==> config.mk <==
export PLATFORM = sky130hd
export DESIGN_NAME = spi_control_status_data_regs
export DESIGN_NICKNAME = d
export VERILOG_FILES = /design/src/verilog/spi_regs_pkg.sv /design/src/verilog/spi_control_status_data_regs.sv
export SDC_FILE = /design/constraint.sdc
export NUM_CORES = 1
export LEC_CHECK = 0
export CELL_PAD_IN_SITES_DETAIL_PLACEMENT = 0
export CELL_PAD_IN_SITES_GLOBAL_PLACEMENT = 1
export CORE_ASPECT_RATIO = 1.2
export CORE_MARGIN = 4
export CORE_UTILIZATION = 47
export CTS_BUF_LIST = sky130_fd_sc_hd__clkbuf_2 sky130_fd_sc_hd__clkbuf_4 sky130_fd_sc_hd__clkbuf_8
export DETAILED_ROUTE_END_ITERATION = 10
export DONT_BUFFER_PORTS = 1
export GPL_TIMING_DRIVEN = 0
export PLACE_DENSITY_LB_ADDON = 0.05
export REMOVE_ABC_BUFFERS = 1
export SLEW_MARGIN = 30
export SYNTH_ARGS = -nofsm -noshare
export SYNTH_HDL_FRONTEND = slang
export SYNTH_SLANG_ARGS = --single-unit
==> constraint.sdc <==
create_clock -name sys_clk -period 5.9 [get_ports sys_clk]
set_input_delay 0.885 -clock sys_clk [delete_from_list [all_inputs] [get_ports sys_clk]]
set_output_delay 0.885 -clock sys_clk [all_outputs]
set_load 0.005 [all_outputs]
==> src/verilog/spi_regs_pkg.sv <==
// Purpose: Shared constants for the serial peripheral register block
// Assumes: Byte-wide registers on a plain strobe port
// Notes:   Offsets are byte addresses on that port
package spi_regs_pkg;

  // ****************************************************************
  // Register map
  // ****************************************************************
  localparam int          ADDR_W          = 16;
  localparam logic [15:0] OFS_CONTROL     = 16'h0010;
  localparam logic [15:0] OFS_STATUS_CTRL = 16'h0011;
  localparam logic [15:0] OFS_DATA        = 16'h0012;

  // Control register bit positions
  localparam int B_RX_IE  = 7;
  localparam int B_MASTER = 5;
  localparam int B_CLOCK_POLARITY   = 4;
  localparam int B_CLOCK_PHASE   = 3;
  localparam int B_WOM    = 2;
  localparam int B_EN     = 1;
  localparam int B_TX_IE  = 0;

  // Status and control register bit positions
  localparam int B_RX_FULL  = 7;
  localparam int B_ERR_IE   = 6;
  localparam int B_OVERRUN  = 5;
  localparam int B_MODE_FAULT_FLAG     = 4;
  localparam int B_TX_EMPTY = 3;
  localparam int B_MODE_FAULT_FLAG_EN  = 2;
  localparam int B_RATE_HI  = 1;
  localparam int B_RATE_LO  = 0;

  // ****************************************************************
  // Reset values and timing
  // ****************************************************************
  localparam logic RST_MASTER   = 1'h1;
  localparam logic RST_CLOCK_PHASE     = 1'h1;
  localparam logic RST_TX_EMPTY = 1'h1;
  localparam logic RST_SEL_IDLE = 1'h1;

  // Master rate divisors for rate codes 0..3, as count limits (divisor - 1)
  localparam logic [6:0] DIV_LIM0 = 7'h01;
  localparam logic [6:0] DIV_LIM1 = 7'h07;
  localparam logic [6:0] DIV_LIM2 = 7'h1f;
  localparam logic [6:0] DIV_LIM3 = 7'h7f;

  localparam logic [2:0] LAST_BIT  = 3'h7;
  localparam logic [3:0] LAST_EDGE = 4'hf;

  // Pin slots in the pin vectors
  localparam int P_SCK  = 0;
  localparam int P_MOSI = 1;
  localparam int P_MISO = 2;

  typedef enum logic {ST_IDLE, ST_RUN} xfer_state_e;

endpackage
==> src/verilog/spi_control_status_data_regs.sv <==
// Purpose: Serial peripheral block: control, status and data registers plus shifter
// Assumes: One clock; pins pass two flip-flops before use
// Notes:   Link clock in slave operation is sampled, not used as a clock
//
// Notes on behaviour
// - Receive-full interrupt only when receive enable set
// - Master select bit picks master; reset sets it
// - Polarity sets idle clock level; reset clears
// - Phase picks edge timing; reset sets it
// - Wired-or mode makes clock and data open-drain
// - Enable bit; clearing gives partial reset
// - Transmit-empty interrupt only when transmit enable set
// - Receive-full set when byte reaches receive register
// - Receive-full clears by status read then data read
// - Error enable gates overrun and mode-fault interrupts
// - Overrun keeps old byte, drops new one
// - Overrun clears by status read then data read
// - Mode fault on select misuse when enabled
// - Mode fault clears by status read, control write
// - Transmit-empty set on handoff, cleared by write
// - Fault enable clear keeps flag; master ignores select
// - Select pin locked from general use when used
// - Master rate divisor 2, 8, 32, 128
// - Separate transmit and receive data registers, unreset
// - Deselected slave floats data out, ignores clock
// - One byte full duplex in eight clocks
`timescale 1ns/1ps

module spi_control_status_data_regs (
  input  wire logic                             sys_clk,
  input  wire logic                             srst,
  input  wire logic [spi_regs_pkg::ADDR_W-1:0]  addr,
  input  wire logic [7:0]                       wr_data,
  input  wire logic                             wr_stb,
  input  wire logic                             rd_stb,
  output      logic [7:0]                       rd_data,
  output      logic                             irq,
  input  wire logic                             sck_in,
  output      logic                             sck_out,
  output      logic                             sck_oe,
  input  wire logic                             mosi_in,
  output      logic                             mosi_out,
  output      logic                             mosi_oe,
  input  wire logic                             miso_in,
  output      logic                             miso_out,
  output      logic                             miso_oe,
  input  wire logic                             sel_n_in,
  output      logic                             sel_pin_locked
);

  // ****************************************************************
  // State
  // ****************************************************************
  typedef struct packed {
    logic                      rx_irq_enable;
    logic                      master_select;
    logic                      clock_polarity;
    logic                      clock_phase;
    logic                      wired_or_mode;
    logic                      module_enable;
    logic                      tx_irq_enable;
    logic                      error_irq_enable;
    logic                      mode_fault_enable;
    logic [1:0]                rate;
    logic                      rx_full_flag;
    logic                      overrun_flag;
    logic                      mode_fault_flag;
    logic                      tx_empty_flag;
    logic                      arm_rx;
    logic                      arm_ovr;
    logic                      arm_mode_fault_flag;
    logic [7:0]                tx_buf;
    logic [7:0]                rx_buf;
    logic [7:0]                shift;
    logic                      out_bit;
    logic [2:0]                bit_cnt;
    logic [3:0]                edge_cnt;
    logic [6:0]                div_cnt;
    logic                      sck_lvl;
    logic                      wait_desel;
    spi_regs_pkg::xfer_state_e state;
    logic                      sck_s1, sck_s2, sck_s3;
    logic                      mosi_s1, mosi_s2;
    logic                      miso_s1, miso_s2;
    logic                      sel_s1, sel_s2;
    logic [2:0]                pin_o;
    logic [2:0]                pin_oe;
    logic                      lock;
    logic                      irq_q;
    logic [7:0]                rdata;
  } state_s;

  state_s r_reg;
  state_s r_next;

  assign rd_data        = r_reg.rdata;
  assign irq            = r_reg.irq_q;
  assign sck_out        = r_reg.pin_o[spi_regs_pkg::P_SCK];
  assign sck_oe         = r_reg.pin_oe[spi_regs_pkg::P_SCK];
  assign mosi_out       = r_reg.pin_o[spi_regs_pkg::P_MOSI];
  assign mosi_oe        = r_reg.pin_oe[spi_regs_pkg::P_MOSI];
  assign miso_out       = r_reg.pin_o[spi_regs_pkg::P_MISO];
  assign miso_oe        = r_reg.pin_oe[spi_regs_pkg::P_MISO];
  assign sel_pin_locked = r_reg.lock;

  // ****************************************************************
  // Next state
  // ****************************************************************
  always_comb begin
    logic       lead;
    logic       trail;
    logic       samp;
    logic       launch;
    logic       din;
    logic       done;
    logic       is_mst;
    logic       is_slv;
    logic [6:0] div_lim;
    logic [7:0] byte_in;
    logic [2:0] drive;
    logic [2:0] val;
    r_next  = r_reg;
    lead    = 1'h0;
    trail   = 1'h0;
    done    = 1'h0;
    is_mst  = r_reg.module_enable & r_reg.master_select;
    is_slv  = r_reg.module_enable & ~r_reg.master_select;
    din     = r_reg.master_select ? r_reg.miso_s2 : r_reg.mosi_s2;
    byte_in = {r_reg.shift[6:0], din};
    drive   = 3'h0;
    val     = 3'h0;
    samp    = 1'h0;
    launch  = 1'h0;
    div_lim = 7'h00;

    // Pin synchronisers: stage one feeds stage two; clock adds a third stage for edge detection
    r_next.sck_s1  = sck_in;
    r_next.sck_s2  = r_reg.sck_s1;
    r_next.sck_s3  = r_reg.sck_s2;
    r_next.mosi_s1 = mosi_in;
    r_next.mosi_s2 = r_reg.mosi_s1;
    r_next.miso_s1 = miso_in;
    r_next.miso_s2 = r_reg.miso_s1;
    r_next.sel_s1  = sel_n_in;
    r_next.sel_s2  = r_reg.sel_s1;

    unique case (r_reg.rate)
      2'h0: div_lim = spi_regs_pkg::DIV_LIM0;
      2'h1: div_lim = spi_regs_pkg::DIV_LIM1;
      2'h2: div_lim = spi_regs_pkg::DIV_LIM2;
      2'h3: div_lim = spi_regs_pkg::DIV_LIM3;
    endcase

    // master clock generation, toggle every divisor base cycles
    if (is_mst && r_reg.state == spi_regs_pkg::ST_RUN) begin
      if (r_reg.div_cnt == div_lim) begin
        r_next.div_cnt  = 7'h00;
        r_next.sck_lvl  = ~r_reg.sck_lvl;
        r_next.edge_cnt = r_reg.edge_cnt + 4'h1;
        lead            = (r_reg.sck_lvl == r_reg.clock_polarity);
        trail           = ~lead;
        if (r_reg.edge_cnt == spi_regs_pkg::LAST_EDGE) begin
          r_next.state = spi_regs_pkg::ST_IDLE;
        end
      end else begin
        r_next.div_cnt = r_reg.div_cnt + 7'h01;
      end
    end

    // slave follows clock edges only while selected
    if (is_slv && r_reg.state == spi_regs_pkg::ST_RUN && !r_reg.sel_s2) begin
      if (r_reg.sck_s2 != r_reg.sck_s3) begin
        lead  = (r_reg.sck_s2 != r_reg.clock_polarity);
        trail = ~lead;
      end
    end

    // phase picks the sampling and launching edges, msb first
    samp   = r_reg.clock_phase ? trail : lead;
    launch = r_reg.clock_phase ? lead : trail;
    if (samp) begin
      r_next.shift   = byte_in;
      r_next.bit_cnt = r_reg.bit_cnt + 3'h1;
      done = (r_reg.bit_cnt == spi_regs_pkg::LAST_BIT);
    end
    if (launch) begin
      r_next.out_bit = r_reg.shift[7];
    end

    if (done && is_slv) begin
      r_next.state      = spi_regs_pkg::ST_IDLE;
      // phase 0 slave waits for the peer to deselect
      r_next.wait_desel = ~r_reg.clock_phase;
    end
    if (r_reg.sel_s2) begin
      r_next.wait_desel = 1'h0;
    end

    // transmit register hands its byte to the shifter
    if (r_reg.state == spi_regs_pkg::ST_IDLE &&
        ((is_mst && !r_reg.tx_empty_flag) ||
         (is_slv && !r_reg.sel_s2 && !r_reg.wait_desel))) begin
      r_next.shift    = r_reg.tx_buf;
      r_next.out_bit  = r_reg.tx_buf[7];
      r_next.bit_cnt  = 3'h0;
      r_next.edge_cnt = 4'h0;
      r_next.div_cnt  = 7'h00;
      r_next.state    = spi_regs_pkg::ST_RUN;
    end

    // slave deselected mid-byte aborts and may fault
    if (is_slv && r_reg.state == spi_regs_pkg::ST_RUN && r_reg.sel_s2) begin
      r_next.state = spi_regs_pkg::ST_IDLE;
    end

    // disabled module drops any transfer, clock back to idle
    if (!r_reg.module_enable) begin
      r_next.state      = spi_regs_pkg::ST_IDLE;
      r_next.wait_desel = 1'h0;
    end
    if (r_next.state == spi_regs_pkg::ST_IDLE) begin
      r_next.sck_lvl = r_next.clock_polarity;
    end

    // ****************************************************************
    // Register port
    // ****************************************************************
    r_next.rdata = 8'h00;
    if (wr_stb) begin
      unique case (addr)
        spi_regs_pkg::OFS_CONTROL: begin
          r_next.rx_irq_enable  = wr_data[spi_regs_pkg::B_RX_IE];
          r_next.master_select  = wr_data[spi_regs_pkg::B_MASTER];
          r_next.clock_polarity = wr_data[spi_regs_pkg::B_CLOCK_POLARITY];
          r_next.clock_phase    = wr_data[spi_regs_pkg::B_CLOCK_PHASE];
          r_next.wired_or_mode  = wr_data[spi_regs_pkg::B_WOM];
          r_next.module_enable  = wr_data[spi_regs_pkg::B_EN];
          r_next.tx_irq_enable  = wr_data[spi_regs_pkg::B_TX_IE];
          // second step of the fault clear
          if (r_reg.arm_mode_fault_flag) begin
            r_next.mode_fault_flag = 1'h0;
            r_next.arm_mode_fault_flag        = 1'h0;
          end
        end
        spi_regs_pkg::OFS_STATUS_CTRL: begin
          r_next.error_irq_enable  = wr_data[spi_regs_pkg::B_ERR_IE];
          r_next.mode_fault_enable = wr_data[spi_regs_pkg::B_MODE_FAULT_FLAG_EN];
          r_next.rate = {wr_data[spi_regs_pkg::B_RATE_HI], wr_data[spi_regs_pkg::B_RATE_LO]};
        end
        spi_regs_pkg::OFS_DATA: begin
          // write lands in the transmit register only
          r_next.tx_buf        = wr_data;
          r_next.tx_empty_flag = 1'h0;
        end
        default: begin
        end
      endcase
    end
    if (rd_stb) begin
      unique case (addr)
        spi_regs_pkg::OFS_CONTROL: begin
          r_next.rdata[spi_regs_pkg::B_RX_IE]  = r_reg.rx_irq_enable;
          r_next.rdata[spi_regs_pkg::B_MASTER] = r_reg.master_select;
          r_next.rdata[spi_regs_pkg::B_CLOCK_POLARITY]   = r_reg.clock_polarity;
          r_next.rdata[spi_regs_pkg::B_CLOCK_PHASE]   = r_reg.clock_phase;
          r_next.rdata[spi_regs_pkg::B_WOM]    = r_reg.wired_or_mode;
          r_next.rdata[spi_regs_pkg::B_EN]     = r_reg.module_enable;
          r_next.rdata[spi_regs_pkg::B_TX_IE]  = r_reg.tx_irq_enable;
        end
        spi_regs_pkg::OFS_STATUS_CTRL: begin
          r_next.rdata[spi_regs_pkg::B_RX_FULL]  = r_reg.rx_full_flag;
          r_next.rdata[spi_regs_pkg::B_ERR_IE]   = r_reg.error_irq_enable;
          r_next.rdata[spi_regs_pkg::B_OVERRUN]  = r_reg.overrun_flag;
          r_next.rdata[spi_regs_pkg::B_MODE_FAULT_FLAG]     = r_reg.mode_fault_flag;
          r_next.rdata[spi_regs_pkg::B_TX_EMPTY] = r_reg.tx_empty_flag;
          r_next.rdata[spi_regs_pkg::B_MODE_FAULT_FLAG_EN]  = r_reg.mode_fault_enable;
          r_next.rdata[spi_regs_pkg::B_RATE_HI]  = r_reg.rate[1];
          r_next.rdata[spi_regs_pkg::B_RATE_LO]  = r_reg.rate[0];
          // first step arms the flag clears
          r_next.arm_rx   = r_reg.rx_full_flag;
          r_next.arm_ovr  = r_reg.overrun_flag;
          r_next.arm_mode_fault_flag = r_reg.mode_fault_flag;
        end
        spi_regs_pkg::OFS_DATA: begin
          r_next.rdata = r_reg.rx_buf;
          if (r_reg.arm_rx) begin
            r_next.rx_full_flag = 1'h0;
            r_next.arm_rx       = 1'h0;
          end
          if (r_reg.arm_ovr) begin
            r_next.overrun_flag = 1'h0;
            r_next.arm_ovr      = 1'h0;
          end
        end
        default: begin
        end
      endcase
    end

    // ****************************************************************
    // Flag sets, placed last so a set beats a same-cycle clear
    // ****************************************************************
    if (r_reg.state == spi_regs_pkg::ST_IDLE && r_next.state == spi_regs_pkg::ST_RUN) begin
      r_next.tx_empty_flag = 1'h1;
    end
    if (done) begin
      if (r_reg.rx_full_flag) begin
        r_next.overrun_flag = 1'h1;
      end else begin
        // completed byte fills the receive register
        r_next.rx_buf       = byte_in;
        r_next.rx_full_flag = 1'h1;
      end
    end
    if (is_slv && r_reg.state == spi_regs_pkg::ST_RUN && r_reg.sel_s2 &&
        r_reg.mode_fault_enable) begin
      r_next.mode_fault_flag = 1'h1;
    end
    // master sees select only with fault detection on; fault shuts master off
    if (is_mst && r_reg.mode_fault_enable && !r_reg.sel_s2) begin
      r_next.mode_fault_flag = 1'h1;
      r_next.module_enable   = 1'h0;
      r_next.state           = spi_regs_pkg::ST_IDLE;
      r_next.sck_lvl         = r_reg.clock_polarity;
    end

    // ****************************************************************
    // Pin drive and interrupt
    // ****************************************************************
    drive[spi_regs_pkg::P_SCK]  = r_next.module_enable & r_next.master_select;
    drive[spi_regs_pkg::P_MOSI] = r_next.module_enable & r_next.master_select;
    drive[spi_regs_pkg::P_MISO] = r_next.module_enable & ~r_next.master_select &
                                  ~r_reg.sel_s2;
    val[spi_regs_pkg::P_SCK]    = r_next.sck_lvl;
    val[spi_regs_pkg::P_MOSI]   = r_next.out_bit;
    val[spi_regs_pkg::P_MISO]   = r_next.out_bit;
    for (int i = 0; i < 3; i++) begin
      if (r_next.wired_or_mode) begin
        r_next.pin_o[i]  = 1'h0;
        r_next.pin_oe[i] = drive[i] & ~val[i];
      end else begin
        r_next.pin_o[i]  = val[i];
        r_next.pin_oe[i] = drive[i];
      end
    end
    r_next.lock = r_next.module_enable &
                  (~r_next.master_select | r_next.mode_fault_enable);
    // receive and transmit gated by their own enables, overrun and mode fault by the error enable
    r_next.irq_q = (r_next.rx_full_flag & r_next.rx_irq_enable) |
                   (r_next.tx_empty_flag & r_next.tx_irq_enable) |
                   ((r_next.overrun_flag | r_next.mode_fault_flag) &
                    r_next.error_irq_enable);
  end

  always_ff @(posedge sys_clk) begin
    if (srst) begin
      r_reg               <= '0;
      r_reg.master_select <= spi_regs_pkg::RST_MASTER;
      r_reg.clock_phase   <= spi_regs_pkg::RST_CLOCK_PHASE;
      r_reg.tx_empty_flag <= spi_regs_pkg::RST_TX_EMPTY;
      r_reg.sel_s1        <= spi_regs_pkg::RST_SEL_IDLE;
      r_reg.sel_s2        <= spi_regs_pkg::RST_SEL_IDLE;
      // data registers keep their contents through reset
      r_reg.tx_buf        <= r_reg.tx_buf;
      r_reg.rx_buf        <= r_reg.rx_buf;
    end else begin
      r_reg <= r_next;
    end
  end

  // ****************************************************************
  // Checks
  // ****************************************************************
  a_reset_mode: assert property (@(posedge sys_clk) $fell(srst) |->
    r_reg.master_select && r_reg.clock_phase && !r_reg.module_enable &&
    r_reg.tx_empty_flag && !r_reg.clock_polarity && r_reg.rate == 2'h0)
    else $error("Bad control state after reset");
  a_rx_irq_gate: assert property (@(posedge sys_clk) disable iff (srst)
    (r_reg.rx_full_flag && !r_reg.rx_irq_enable && !r_reg.tx_irq_enable &&
     !r_reg.error_irq_enable) |-> !irq)
    else $error("Receive interrupt while disabled");
  a_err_irq_raise: assert property (@(posedge sys_clk) disable iff (srst)
    (r_reg.overrun_flag && r_reg.error_irq_enable) [*2] |-> irq)
    else $error("Overrun with error enable gave no interrupt");
  a_overrun_keeps: assert property (@(posedge sys_clk) disable iff (srst)
    $rose(r_reg.overrun_flag) |-> $stable(r_reg.rx_buf) && r_reg.rx_full_flag)
    else $error("Overrun disturbed the receive register");
  a_tx_handoff: assert property (@(posedge sys_clk) disable iff (srst)
    $rose(r_reg.tx_empty_flag) |-> r_reg.state == spi_regs_pkg::ST_RUN)
    else $error("Transmit empty set without a handoff");
  a_miso_release: assert property (@(posedge sys_clk) disable iff (srst)
    (r_reg.sel_s2 && !r_reg.master_select) |=> !miso_oe)
    else $error("Deselected slave drives data out");
  a_mode_fault_flag_sticky: assert property (@(posedge sys_clk) disable iff (srst)
    (r_reg.mode_fault_flag && !(wr_stb && addr == spi_regs_pkg::OFS_CONTROL))
    |=> r_reg.mode_fault_flag)
    else $error("Mode fault lost without control write");
  a_rx_full_cause: assert property (@(posedge sys_clk) disable iff (srst)
    $rose(r_reg.rx_full_flag) |-> $past(r_reg.bit_cnt) == spi_regs_pkg::LAST_BIT &&
    r_reg.bit_cnt == 3'h0)
    else $error("Receive full without eight bits");
  a_rate_edge: assert property (@(posedge sys_clk) disable iff (srst)
    (r_reg.state == spi_regs_pkg::ST_RUN && r_reg.module_enable && r_reg.master_select
     && $changed(r_reg.edge_cnt)) |-> $past(r_reg.div_cnt) != 7'h00 ||
     r_reg.rate == 2'h0)
    else $error("Master clock edge too early");
  a_sel_lock: assert property (@(posedge sys_clk) disable iff (srst)
    (r_reg.module_enable && !r_reg.master_select) [*2] |-> sel_pin_locked)
    else $error("Enabled slave left select pin free");

endmodule // spi_control_status_data_regs

==> results.json <==
{
  "synthFlopType": "dfxtp_1",
  "rsz0062_at_grt": "false",
  "p_per_area_nw_per_um2": 258.7,
  "globalplace.congestion": 0.7953,
  "post_cts_resize_count": 0,
  "multi_input_area_um2": 1663,
  "crit_arrival_ps": 2930,
  "postSynthAreaPerCell_um2": 10.05,
  "synthToLayoutAreaGrowth_pct": 4.798,
  "crit_start": "r_reg[83]",
  "grt_max_degree": 49,
  "clkTransAtPathRegs_ps": 90,
  "die_h_um": 104.9,
  "place_inst": 433,
  "async_flop_share_pct": 0,
  "worst-setup-path-type": "register to register",
  "ir_worst_vdd_mv": 0.1227,
  "numClockSinks": 84,
  "tns_ps": 0,
  "worst_pin_slew_ps": 1020,
  "hold_violations": 0,
  "placed_cell_area_um2": 3664,
  "syn_area_um2": 3677,
  "grt_overflow": 0,
  "cts_buffer_depth": 2,
  "crit_path_end": "r_reg[56]",
  "power_leakage_nw": 1.530,
  "drt_iter0_markers": 91,
  "fin_area_um2": 3854,
  "r2r-end": "r_reg[56]",
  "netSwitchingFraction_pct": 24.05,
  "end_kind": "register",
  "whs_ps": 417.7,
  "worst-r2r-setup-slack_ps": 3030,
  "drc": 0,
  "drt_first_pass_iters": 4,
  "syn_inst": 366,
  "netlist_top_cells_area": "dfxtp_1 37%, edfxtp_1 13%, mux2i_1 7.6%, nor2_1 6.5%, nor2b_1 2.2%",
  "finalWirelength_mm": 7.553,
  "synth_cell_types": 56,
  "max-cap-violations": 0,
  "postCtsHoldBufs": 0,
  "vias": 2477,
  "fin_nets": 388,
  "skew_ps": 12.14,
  "numCtsBuffers": 9,
  "cp.required_ps": 5970,
  "largest_reg_flops": 64,
  "place_hpwl_mm": 5.453,
  "grtUsageTotal_pct": 17.51,
  "stdcell_count": 449,
  "design.portCount": 48,
  "reg2reg_depth": 6,
  "dieArea_um2": 9309,
  "clockRootBuffer": "clkbuf_8",
  "clk_latency_ps": 360,
  "reg2reg_from": "r_reg[83]",
  "setup_viol": 0,
  "finalCriticalPeriod_ps": 2866,
  "cp-start-kind": "register",
  "routedWlPerCell_um": 16.82,
  "fillCellCount": 719,
  "synth_top_area_cell": "dfxtp_1",
  "p_int_w": 0.0007572,
  "antenna_found_initial": 0,
  "slew_headroom_pct": 32.02,
  "p_switching_w": 0.0002398,
  "via_per_inst": 5.517,
  "synth_edf_count": 16,
  "yosysWarnings": 0,
  "status": "completed",
  "hold_path_class": "register to register",
  "grt_pass1_vias": 2491,
  "p_clk_share_pct": 39.9,
  "ff_latch_area_um2": 1842,
  "cts_tree": "done",
  "grt_pass1_wl_mm": 12.46,
  "p_comb_share_pct": 1.3,
  "start_util_pct": 47.98,
  "synth_top_area_share_pct": 37.02,
  "ys_seq_elements": 84,
  "layout-drive-gt1-share_pct": 11.20,
  "slew_viol_final": 0,
  "crit_fanout": 17,
  "die_x_um": 88.75,
  "portBuffers": 0,
  "layout_common_cells": "68 x dfxtp_1, 64 x nor2_1, 28 x mux2i_1",
  "fmax_mhz": 348.9,
  "htree_levels": 3,
  "cts_setup_buffers": 0,
  "p_seq_share_pct": 58.8,
  "final_common_cell": "dfxtp_1",
  "ant_nets": 0,
  "core-area_um2": 7664,
  "yosysSeqAreaShare_pct": 50.09,
  "fin_crit_sh_pct": 48.58,
  "antennaDiodeCount": 0,
  "num_rows": 35
}
-- logic make-up (layout without fill, tap and decap cells) --
kind of cell             Yosys count  count (layout)  share of synthesized area, %
adder cells (fa/ha/maj)            4               4                         1.361
buffers and inverters             36              27                         5.036
XOR/XNOR                          13              13                         3.096
flip-flops                        84              84                         50.09
AND/OR/NAND/NOR                  144             144                         20.86
AO/OA/AOI/OAI                     54              54                         10.92
multiplexers                      31              31                         8.642
-- Yosys cell counts, drive strengths merged, types with 3 or more instances --
master,count
dfxtp,68
nor2,65
mux2i,28
buf,17
edfxtp,16
nand2,16
a21oi,14
nor2b,13
clkbuf,10
inv,9
a211oi,8
nand3,8
xor2,8
nand2b,7
nand4,6
o21ai,5
xnor2,5
ha,4
nor3,4
nor4,4
or2,4
a211o,3
a22oi,3
and2,3
and3,3
mux2,3
nor3b,3
o211ai,3
o21a,3
-- power by group through the flow --
| stage | Sequential [W] | Combinational (W) | Clock, W |
|---|---|---|---|
| 4_1_cts | 0.000586 | 0.0000134 | 0.000414 |
| 2_1_floorplan | 0.000599 | 0.0000116 | 0 |
| 3_3_place_gp | 0.000600 | 0.0000134 | 0 |
| 5_1_grt | 0.000587 | 0.0000151 | 0.000438 |
| 3_5_place_dp | 0.000600 | 0.0000134 | 0 |
| 6_report | 0.000586 | 0.0000131 | 0.000398 |
-- critical path, cell delays in order (launching register included) --
cell      delay [ps]
dfxtp_1          620
and4_1           330
o21a_1           170
o211ai_2         180
a22o_1           580
nor4_2           430
buf_2            270
-- worst min path at each step --
| stage | slack, ps | start | cells past startpoint | endpoint |
|---|---|---|---|---|
| floorplan | 390 | r_next[16] | 1 | r_reg[16] |
| global placement | 390 | r_next[16] | 1 | r_reg[16] |
| detailed placement | 400 | r_next[16] | 1 | r_reg[16] |
| CTS | 420 | r_next[16] | 1 | r_reg[16] |
| global route | 450 | r_next[16] | 1 | r_reg[16] |
| finish | 420 | r_next[16] | 1 | r_reg[16] |
-- cell type report --
cell class	instances	area share, %
inverters	9	0.8766
clock inverters	7	1.721
repair buffers	2	0.2597
flip-flops and latches	84	47.79
multi-input cells	246	43.15
clock buffers	9	3.214
well taps	92	2.987
-- routing by layer --
layer	vias up	wire length, µm	global-route usage (%)
li1	1243	-	-
met1	1173	3154	20.19
met2	47	3917	30.63
met3	14	310	3.155
met4	0	170	7.775
met5	-	0	0
-- metrics by stage --
step / setup WS, ps / power (W) / utilization, %
2_1_floorplan: 3088 / 0.0006109 / -
3_3_place_gp: 2330 / 0.0006130 / 47.51
6_report: 3034 / 0.0009970 / 50.29
5_1_grt: 2898 / 0.001040 / 50.29
4_1_cts: 3045 / 0.001014 / 50.29
3_5_place_dp: 3039 / 0.0006131 / 47.80
Power figures use the tool's default switching activity.
